--- src/hw/pss_pkg.sv ---
// Package with register map, field positions and strap defaults for the port 2 strap loader
package pss_pkg;
   localparam logic [7:0] PSS_OFS_BASIC = 8'h00;
   localparam logic [7:0] PSS_OFS_ADVERT = 8'h04;
   localparam logic [7:0] PSS_OFS_MODE = 8'h08;
   localparam logic [7:0] PSS_OFS_FLOW = 8'h0c;
   localparam logic [7:0] PSS_OFS_STRAP = 8'h10;
   localparam int PSS_BIT_DUPLEX = 8;
   localparam int PSS_BIT_NEG_EN = 12;
   localparam int PSS_BIT_RATE_LOW = 13;
   localparam int PSS_BIT_ADV_10HD = 5;
   localparam int PSS_BIT_ADV_10FD = 6;
   localparam int PSS_MODE_LSB = 5;
   localparam int PSS_BIT_BP = 0;
   localparam logic PSS_RST_NEG = 1'b1;
   localparam logic PSS_RST_RATE = 1'b1;
   localparam logic PSS_RST_DUPLEX = 1'b1;
   localparam logic PSS_RST_BP = 1'b1;
   localparam logic [2:0] PSS_MODE_AUTO = 3'h7;
   localparam logic [1:0] PSS_SETTLE_CYCLES = 2'h3;
   typedef logic [31:0] pss_word_t;
endpackage : pss_pkg

--- src/hw/pss_strap_loader.sv ---
// Port 2 soft-strap loader with APB access to the dependent PHY and flow control bits
// Function
// - Negotiation strap sets negotiation enable default
// - Negotiation strap also shapes rate, duplex, advert, mode
// - Rate strap sets rate bit, advert, mode
// - Duplex strap sets duplex, 10FD advert, mode
// - Backpressure strap sets backpressure enable default
`timescale 1ns/1ps
module pss_strap_loader
   import pss_pkg::*;
(
   input wire logic pclk,
   input wire logic presetn,
   input wire logic psel,
   input wire logic penable,
   input wire logic pwrite,
   input wire logic [7:0] paddr,
   input wire logic [31:0] pwdata,
   output logic [31:0] prdata,
   output logic pready,
   output logic pslverr,
   input wire logic port2_negotiation_pin,
   input wire logic port2_rate_pin,
   input wire logic port2_duplex_pin,
   input wire logic port2_backpressure_default_pin,
   output logic negotiation_enable_bit,
   output logic rate_select_low_bit,
   output logic duplex_mode_bit,
   output logic [1:0] advert_10_bits,
   output logic [2:0] phy_mode,
   output logic port2_backpressure_bit
);
   logic [3:0] strap_sync;
   logic load;
   logic done;
   wire s_neg = strap_sync[0];
   wire s_rate = strap_sync[1];
   wire s_dup = strap_sync[2];
   wire s_bp = strap_sync[3];

   pss_strap_capture u_cap (
      .pclk(pclk),
      .presetn(presetn),
      .strap_pin({port2_backpressure_default_pin, port2_duplex_pin, port2_rate_pin,
                  port2_negotiation_pin}),
      .strap_sync(strap_sync),
      .load(load),
      .done(done)
   );

   // Strap-derived defaults; negotiation forces rate, duplex, 10HD advert and auto mode, while 10FD advert follows the duplex strap
   wire ld_neg = s_neg;
   wire ld_rate = s_neg | s_rate;
   wire ld_dup = s_neg | s_dup;
   wire ld_10hd = s_neg | ~s_rate;
   wire ld_10fd = (s_neg | ~s_rate) & s_dup;
   wire [2:0] ld_mode = s_neg ? PSS_MODE_AUTO : {1'b0, s_rate, s_dup};
   wire ld_bp = s_bp;

   // Bus decode; the bus stalls until the straps have loaded
   wire access = psel & penable & pready;
   wire wr = access & pwrite;
   wire hit_basic = (paddr == PSS_OFS_BASIC);
   wire hit_adv = (paddr == PSS_OFS_ADVERT);
   wire hit_mode = (paddr == PSS_OFS_MODE);
   wire hit_flow = (paddr == PSS_OFS_FLOW);
   wire hit_strap = (paddr == PSS_OFS_STRAP);
   wire mapped = hit_basic | hit_adv | hit_mode | hit_flow | hit_strap;
   wire wr_basic = wr & hit_basic;
   wire wr_adv = wr & hit_adv;
   wire wr_mode = wr & hit_mode;
   wire wr_flow = wr & hit_flow;

   // Ready also waits out the load pulse, so a write can never collide with the load
   assign pready = done & ~load;
   assign pslverr = psel & penable & ~mapped;

   pss_field #(.W(3), .RST({PSS_RST_RATE, PSS_RST_NEG, PSS_RST_DUPLEX})) u_basic (
      .pclk(pclk),
      .presetn(presetn),
      .load(load),
      .load_val({ld_rate, ld_neg, ld_dup}),
      .wr(wr_basic),
      .wr_val({pwdata[PSS_BIT_RATE_LOW], pwdata[PSS_BIT_NEG_EN], pwdata[PSS_BIT_DUPLEX]}),
      .q({rate_select_low_bit, negotiation_enable_bit, duplex_mode_bit})
   );

   pss_field #(.W(2), .RST(2'h3)) u_adv (
      .pclk(pclk),
      .presetn(presetn),
      .load(load),
      .load_val({ld_10fd, ld_10hd}),
      .wr(wr_adv),
      .wr_val({pwdata[PSS_BIT_ADV_10FD], pwdata[PSS_BIT_ADV_10HD]}),
      .q(advert_10_bits)
   );

   pss_field #(.W(3), .RST(PSS_MODE_AUTO)) u_mode (
      .pclk(pclk),
      .presetn(presetn),
      .load(load),
      .load_val(ld_mode),
      .wr(wr_mode),
      .wr_val(pwdata[PSS_MODE_LSB+2:PSS_MODE_LSB]),
      .q(phy_mode)
   );

   pss_field #(.W(1), .RST(PSS_RST_BP)) u_flow (
      .pclk(pclk),
      .presetn(presetn),
      .load(load),
      .load_val(ld_bp),
      .wr(wr_flow),
      .wr_val(pwdata[PSS_BIT_BP]),
      .q(port2_backpressure_bit)
   );

   // Read mux; unused bits read as zero
   pss_word_t rd_basic;
   pss_word_t rd_adv;
   pss_word_t rd_mode;
   pss_word_t rd_flow;
   pss_word_t rd_mux;
   always_comb
   begin
      rd_basic = '0;
      rd_basic[PSS_BIT_DUPLEX] = duplex_mode_bit;
      rd_basic[PSS_BIT_NEG_EN] = negotiation_enable_bit;
      rd_basic[PSS_BIT_RATE_LOW] = rate_select_low_bit;
      rd_adv = '0;
      rd_adv[PSS_BIT_ADV_10HD] = advert_10_bits[0];
      rd_adv[PSS_BIT_ADV_10FD] = advert_10_bits[1];
      rd_mode = '0;
      rd_mode[PSS_MODE_LSB+2:PSS_MODE_LSB] = phy_mode;
      rd_flow = '0;
      rd_flow[PSS_BIT_BP] = port2_backpressure_bit;
      rd_mux = '0;
      if (hit_basic)
         rd_mux = rd_basic;
      else if (hit_adv)
         rd_mux = rd_adv;
      else if (hit_mode)
         rd_mux = rd_mode;
      else if (hit_flow)
         rd_mux = rd_flow;
      else if (hit_strap)
         rd_mux = {28'h0, strap_sync};
   end

   // Captured every selected cycle so the access phase sees it from a flop
   always_ff @(posedge pclk or negedge presetn)
   begin
      if (!presetn)
         prdata <= 32'h0;
      else if (psel)
         prdata <= rd_mux;
   end
endmodule : pss_strap_loader

--- src/hw/pss_strap_capture.sv ---
// Strap pin synchroniser and one-shot load pulse after reset release
`timescale 1ns/1ps
module pss_strap_capture
   import pss_pkg::*;
(
   input wire logic pclk,
   input wire logic presetn,
   input wire logic [3:0] strap_pin,
   output logic [3:0] strap_sync,
   output logic load,
   output logic done
);
   logic [3:0] meta;
   logic [1:0] settle;
   // Pins reset to their documented defaults so an early read is sane
   always_ff @(posedge pclk or negedge presetn)
   begin
      if (!presetn)
      begin
         meta <= {PSS_RST_BP, PSS_RST_DUPLEX, PSS_RST_RATE, PSS_RST_NEG};
         strap_sync <= {PSS_RST_BP, PSS_RST_DUPLEX, PSS_RST_RATE, PSS_RST_NEG};
      end
      else
      begin
         meta <= strap_pin;
         strap_sync <= meta;
      end
   end
   // Wait until the second stage holds a real pin sample, then load once
   always_ff @(posedge pclk or negedge presetn)
   begin
      if (!presetn)
      begin
         settle <= 2'h0;
         load <= 1'b0;
         done <= 1'b0;
      end
      else
      begin
         load <= 1'b0;
         if (!done && settle != PSS_SETTLE_CYCLES)
            settle <= settle + 2'h1;
         if (!done && settle == PSS_SETTLE_CYCLES)
         begin
            load <= 1'b1;
            done <= 1'b1;
         end
      end
   end
endmodule : pss_strap_capture

--- src/hw/pss_field.sv ---
// Writable register field with a constant reset and a strap-derived load value
`timescale 1ns/1ps
module pss_field #(
   parameter int W = 1,
   parameter logic [W-1:0] RST = '0
) (
   input wire logic pclk,
   input wire logic presetn,
   input wire logic load,
   input wire logic [W-1:0] load_val,
   input wire logic wr,
   input wire logic [W-1:0] wr_val,
   output logic [W-1:0] q
);
   // Load only happens once, before the bus is ready, so it never fights a write
   always_ff @(posedge pclk or negedge presetn)
   begin
      if (!presetn)
         q <= RST;
      else if (load)
         q <= load_val;
      else if (wr)
         q <= wr_val;
   end
endmodule : pss_field

--- config.mk ---
export PLATFORM = sky130hd
export DESIGN_NAME = pss_strap_loader
export DESIGN_NICKNAME = d
export VERILOG_FILES = /design/src/hw/pss_pkg.sv /design/src/hw/pss_strap_loader.sv /design/src/hw/pss_strap_capture.sv /design/src/hw/pss_field.sv
export SDC_FILE = /design/constraint.sdc
export NUM_CORES = 1
export LEC_CHECK = 0
export BUFFER_PORTS_ARGS = -buffer_cell sky130_fd_sc_hd__buf_2
export CAP_MARGIN = 40
export CORE_ASPECT_RATIO = 0.75
export CORE_MARGIN = 4
export CORE_UTILIZATION = 35
export CTS_BUF_LIST = sky130_fd_sc_hd__clkbuf_4
export DETAILED_ROUTE_END_ITERATION = 10
export MAX_ROUTING_LAYER = met4
export PLACE_DENSITY = 0.74
export SYNTH_ARGS = -nofsm -noshare
export SYNTH_HDL_FRONTEND = slang
export SYNTH_SLANG_ARGS = --single-unit
--- constraint.sdc ---
create_clock -name pclk -period 1.5 [get_ports pclk]
set_clock_uncertainty 0.2 [all_clocks]
set_input_delay 0.3 -clock pclk [delete_from_list [all_inputs] [get_ports pclk]]
set_output_delay 0.3 -clock pclk [all_outputs]
set_load 0.05 [all_outputs]
-- After elaboration in Yosys (flattened, before gate mapping)
Index checks and enable logic that the tools add are counted.
- bitwise operators: 20
- reduce and logical (&&, ||, !) cells: 8
- add/sub/neg operators: 1
- multiplexer cells: 15
- equality and inequality tests: 6
- operators with widths (cell ; count):
    $mux 32 ; 1
    $eq 8x4->1 const B ; 2
    $mux 8 ; 2
    $mux 3 ; 5
    $and 1x1->1 ; 10
    $eq 8x3->1 const B ; 1
    $eq 8x5->1 const B ; 1
    $logic_not 8->1 ; 1
    $mux 4 ; 2
    $reduce_bool 2->1 ; 4
    $or 1x1->1 ; 7
    $mux 2 ; 2
    $mux 1 ; 3
    $not 1->1 ; 3
    $add 2x1->2 const B ; 1
    $eq 2x2->1 const B ; 1
    $logic_and 1x1->1 ; 2
    $ne 2x2->1 const B ; 1
    $logic_not 1->1 ; 1
- logic and storage cells: 60
- input port bits: 49
- register bits after elaboration: 53

-- Longest topological paths before layout
- depth after elaboration: 7
- depth in mapped cells: 4

-- By module
From an unflattened synthesis, not the netlist that was laid out.
- cell total of the unflattened synthesis: 143
- area, all modules: 1525.2 um2
- modules (own cells, without submodules) (module ; sequential area each (um2) ; instances ; cells an instance ; area each (um2)):
    pss_strap_loader ; 250.2 ; 1 ; 89 ; 757.0
    pss_strap_capture ; 310.3 ; 1 ; 18 ; 362.8
    pss_field at u_basic ... ; 78.8 ; 2 ; 12 ; 135.1
    pss_field at u_adv ; 52.6 ; 1 ; 8 ; 90.1
    pss_field at u_flow ; 26.3 ; 1 ; 4 ; 45.0

-- Worst setup path before layout
No wires, ideal clock.
- kind: input port to output port
- from: in psel
- to: out pslverr
- arrival: 1.708 ns
- path slack: -0.708 ns
- stages: 4
- buffers on the path: 2
- path through: clkbuf_1 -> clkbuf_1 -> nand2_1 -> a21oi_1
- longest elaborated chain between the ends: 2
- RTL lines (what ; line ; source):
    start: declaration ; pss_strap_loader.sv:14 ; input wire logic psel,
    $and 1x1->1 (2 in a row) ; pss_strap_loader.sv:76 ; assign pslverr = psel & penable & ~mapped;
    end: declaration ; pss_strap_loader.sv:21 ; output logic pslverr,
Every way passes these cells.

-- Worst setup path after layout
- from: in paddr[1]
- to: out pslverr
- longest elaborated chain between the ends: 7
- elaborated cells between the ends (all ways): 11
- RTL lines (what ; line ; source):
    start: declaration ; pss_strap_loader.sv:17 ; input wire logic [7:0] paddr,
    $eq 8x3->1 / $logic_not 8->1 (equally long branches) ; pss_strap_loader.sv:64, pss_strap_loader.sv:63 ;
    $or 1x1->1 (3 in a row) ; pss_strap_loader.sv:68 ; wire mapped = hit_basic | hit_adv | hit_mode | hit_flow | hit_strap;
    $or 1x1->1 * ; pss_strap_loader.sv:68 ;
    $not 1->1 * ; pss_strap_loader.sv:76 ;
    $and 1x1->1 * ; pss_strap_loader.sv:76 ;
Every way passes the cells marked *; elsewhere a longest branch is shown, timed or not.

==> impl_metrics.json <==
{
  "cts_root_buf": "clkbuf_4",
  "holdWs_ps": 41.72,
  "synthSimpleGateAreaFrac_pct": 18.40,
  "leakagePower_nw": 1.107,
  "multi_input_area_um2": 703.2,
  "yosys.area_share.xor_xnor_pct": 0.5650,
  "grt.overflow.total": 0,
  "grt_pass1_vias": 1265,
  "fin_ws_ps": -303.3,
  "worst_ir_drop_vdd_v": 0.0005451,
  "cts_buffers": 5,
  "min_from": "pwdata[0]",
  "synthMuxAreaShare_pct": 4.116,
  "h-tree-depth": 2,
  "synth_top_family_by_area": "simple AND/OR/NAND/NOR gates",
  "gr-usage-met1_pct": 19.14,
  "die_h_um": 65.64,
  "hold_viol": 0,
  "cp_max_fo": 2,
  "busiest_layer": "met2",
  "fillCellCount": 356,
  "fp.dieW_um": 84.85,
  "powerDensity_nw_per_um2": 769.3,
  "fin_util_pct": 57.68,
  "dieArea_um2": 5569,
  "status": "finished, violations left",
  "maxSlewViolCount": 0,
  "grt_max_degree": 27,
  "port_buffers": 44,
  "cts_num_sinks": 31,
  "num_antenna_cells": 0,
  "drt_wl_total_um": 4132,
  "ys_warn_count": 0,
  "power.total_w": 0.001843,
  "cts_tree": "done",
  "ys_types": 32,
  "gp_congestion": 0.8163,
  "grt_setup_unrepaired": "yes",
  "setup.worst_path.start": "paddr[1]",
  "area_growth_pct": 54.56,
  "drt_iter0_drc": 120,
  "seq_area_um2": 798.3,
  "layout.cells.non_filler": 296,
  "synth-compound-area-share_pct": 10.17,
  "synth_fa_ha_area_share_pct": 0.8071,
  "fin_nets": 290,
  "routedWlPerCell_um": 13.96,
  "via_per_inst": 4.622,
  "max_cap_viol_count": 0,
  "drc": 0,
  "finalWorstPathRequiredPeriod_ps": 1803,
  "ys_seq_area_share_pct": 51.41,
  "num_rows": 20,
  "layout-drive-gt1-share_pct": 54.77,
  "r2r_start": "u_cap.done",
  "hold_path.class": "in2reg",
  "critical_path_required_ps": 1000,
  "io_pins": 92,
  "core_area_um2": 4154,
  "violations": "setup timing",
  "cp.arrival_ps": 1300,
  "setup_viol": 18,
  "clock_latency_ps": 340,
  "fin_crit_sh_pct": 120.2,
  "hpwl_um": 2910,
  "use_met2_pct": 21.78,
  "clockBufferDepth": 2,
  "timing.fmax_mhz": 554.6,
  "critPathKind": "in2out",
  "tns_ps": -1605,
  "ant_nets": 0,
  "avgSynthCellArea_um2": 10.27,
  "netlist_instances": 151,
  "initial_core_util_pct": 37.32,
  "setup.worst_path.end_class": "output pin",
  "antenna_found_initial": 0,
  "vias": 1368,
  "placed_cells": 264,
  "clk_pin_slew_ps": 90,
  "synth.ff_latch_count": 31,
  "cp-start-kind": "input pin",
  "grt_pass1_wl_um": 6203,
  "met3_usage_pct": 5.138,
  "synth_area_um2": 1550,
  "grtUsageTotal_pct": 14.89,
  "first_pass_iters": 4
}
-- flip-flops by register name (all words and copies together) (netlist names) --
register	cells
u_cap.meta	4
u_cap.settle	2
u_mode.q	3
u_cap.strap_sync	4
u_cap.done	1
u_flow.q	1
u_basic.q	3
u_adv.q	2
u_cap.load	1
prdata	10
-- power by group --
part           internal (W)  switching [W]
Clock              0.000218       0.000285
Sequential         0.000880      0.0000203
Combinational      0.000155       0.000285
Total               0.00125       0.000590
-- worst max-delay path: stages --
cell and delay [ps]:
buf_8 90, or4_4 550, nor2_4 130, a21oi_4 70, buf_8 160
-- layout by cell type, fill, tap and decap left out, types with 3 or more instances in the layout --
| cell | n |
|---|---|
| a211oi_2 | 4 |
| nor4_1 | 5 |
| buf_4 | 33 |
| nand2_1 | 14 |
| buf_8 | 11 |
| inv_1 | 11 |
| dfstp_2 | 17 |
| nand3_1 | 3 |
| nor2b_1 | 3 |
| o22ai_1 | 6 |
| dlygate4sd3_1 | 5 |
| dfrtp_1 | 13 |
| nor2_1 | 11 |
| buf_6 | 5 |
| mux2_2 | 3 |
| mux2i_1 | 3 |
| clkbuf_4 | 12 |
| conb_1 | 22 |
| buf_2 | 26 |
| o21ai_1 | 3 |
-- layer usage --
layer | routed length (um) | part of all wire [%]
met5 | 0 | 0
met1 | 1739 | 42
met2 | 2026 | 49
met3 | 290 | 7.0
met4 | 76 | 1.8
-- repair_timing --
item | CTS | global route
gates resized for setup | 46 | 11
hold buffers | 5 | 0
setup buffers | 14 | 5
endpoints found under the setup margin | 16 | 28
hold endpoints to repair | 35 | 0
pin swaps | 4 | 7
-- final timing paths --
kind,to,slack (ps),cells after the start
worst max register to register,u_mode.q[2],-130,5
max in group asynchronous,u_basic.q[2],560,3
worst max-delay path,pslverr,-300,5
min in group asynchronous,u_cap.settle[1],110,2
worst min-delay path,u_flow.q,40,3
worst min register to register,u_cap.strap_sync[1],160,0
-- logic make-up (layout without fill, tap and decap cells) --
group / Yosys count / after routing
AO/OA/AOI/OAI: 22 / 22
buffers and inverters: 37 / 106
adder cells (fa/ha/maj): 1 / 1
AND/OR/NAND/NOR: 52 / 52
other: 1 / 22
XOR/XNOR: 1 / 1
flip-flops: 31 / 31
multiplexers: 6 / 6
-- synth_stat cells, drive strengths merged --
cell / count / area share (%)
mux2: 3 / 2.2
or3: 2 / 1.1
conb: 1 / 0.24
ha: 1 / 0.81
o22ai: 8 / 3.2
nor2b: 4 / 1.6
nand3b: 1 / 0.48
and4: 1 / 0.57
mux2i: 3 / 1.9
dfrtp: 14 / 23
a22oi: 2 / 0.97
inv: 11 / 2.7
dfstp: 17 / 29
a21oi: 1 / 0.32
o21ai: 4 / 1.3
clkbuf: 4 / 0.97
or4: 1 / 0.48
nand2: 14 / 3.4
a221oi: 2 / 1.9
o21a: 1 / 0.48
nand3: 5 / 1.9
xor2: 1 / 0.57
a211oi: 4 / 1.9
nand4: 2 / 0.81
nor4: 8 / 4.6
buf: 22 / 11
nor2: 14 / 3.4
-- layout make-up --
type,count,share of cell area (%)
clock buffers,7,2.193
clock inverters,1,0.2089
inverters,11,1.723
multi-input cells,104,29.35
flip-flops and latches,31,33.32
well taps,55,2.872
repair buffers,87,30.34
-- per-stage QoR --
step	cell area (um2)	setup slack (ps)
after floorplan	1660	-184.5
after global placement	1922	-410.5
after detailed placement	1922	-437.7
after CTS	2305	-330.0
after global routing	2396	-341.5
final	2396	-303.3
No activity file was read; power rests on OpenSTA's default activity.
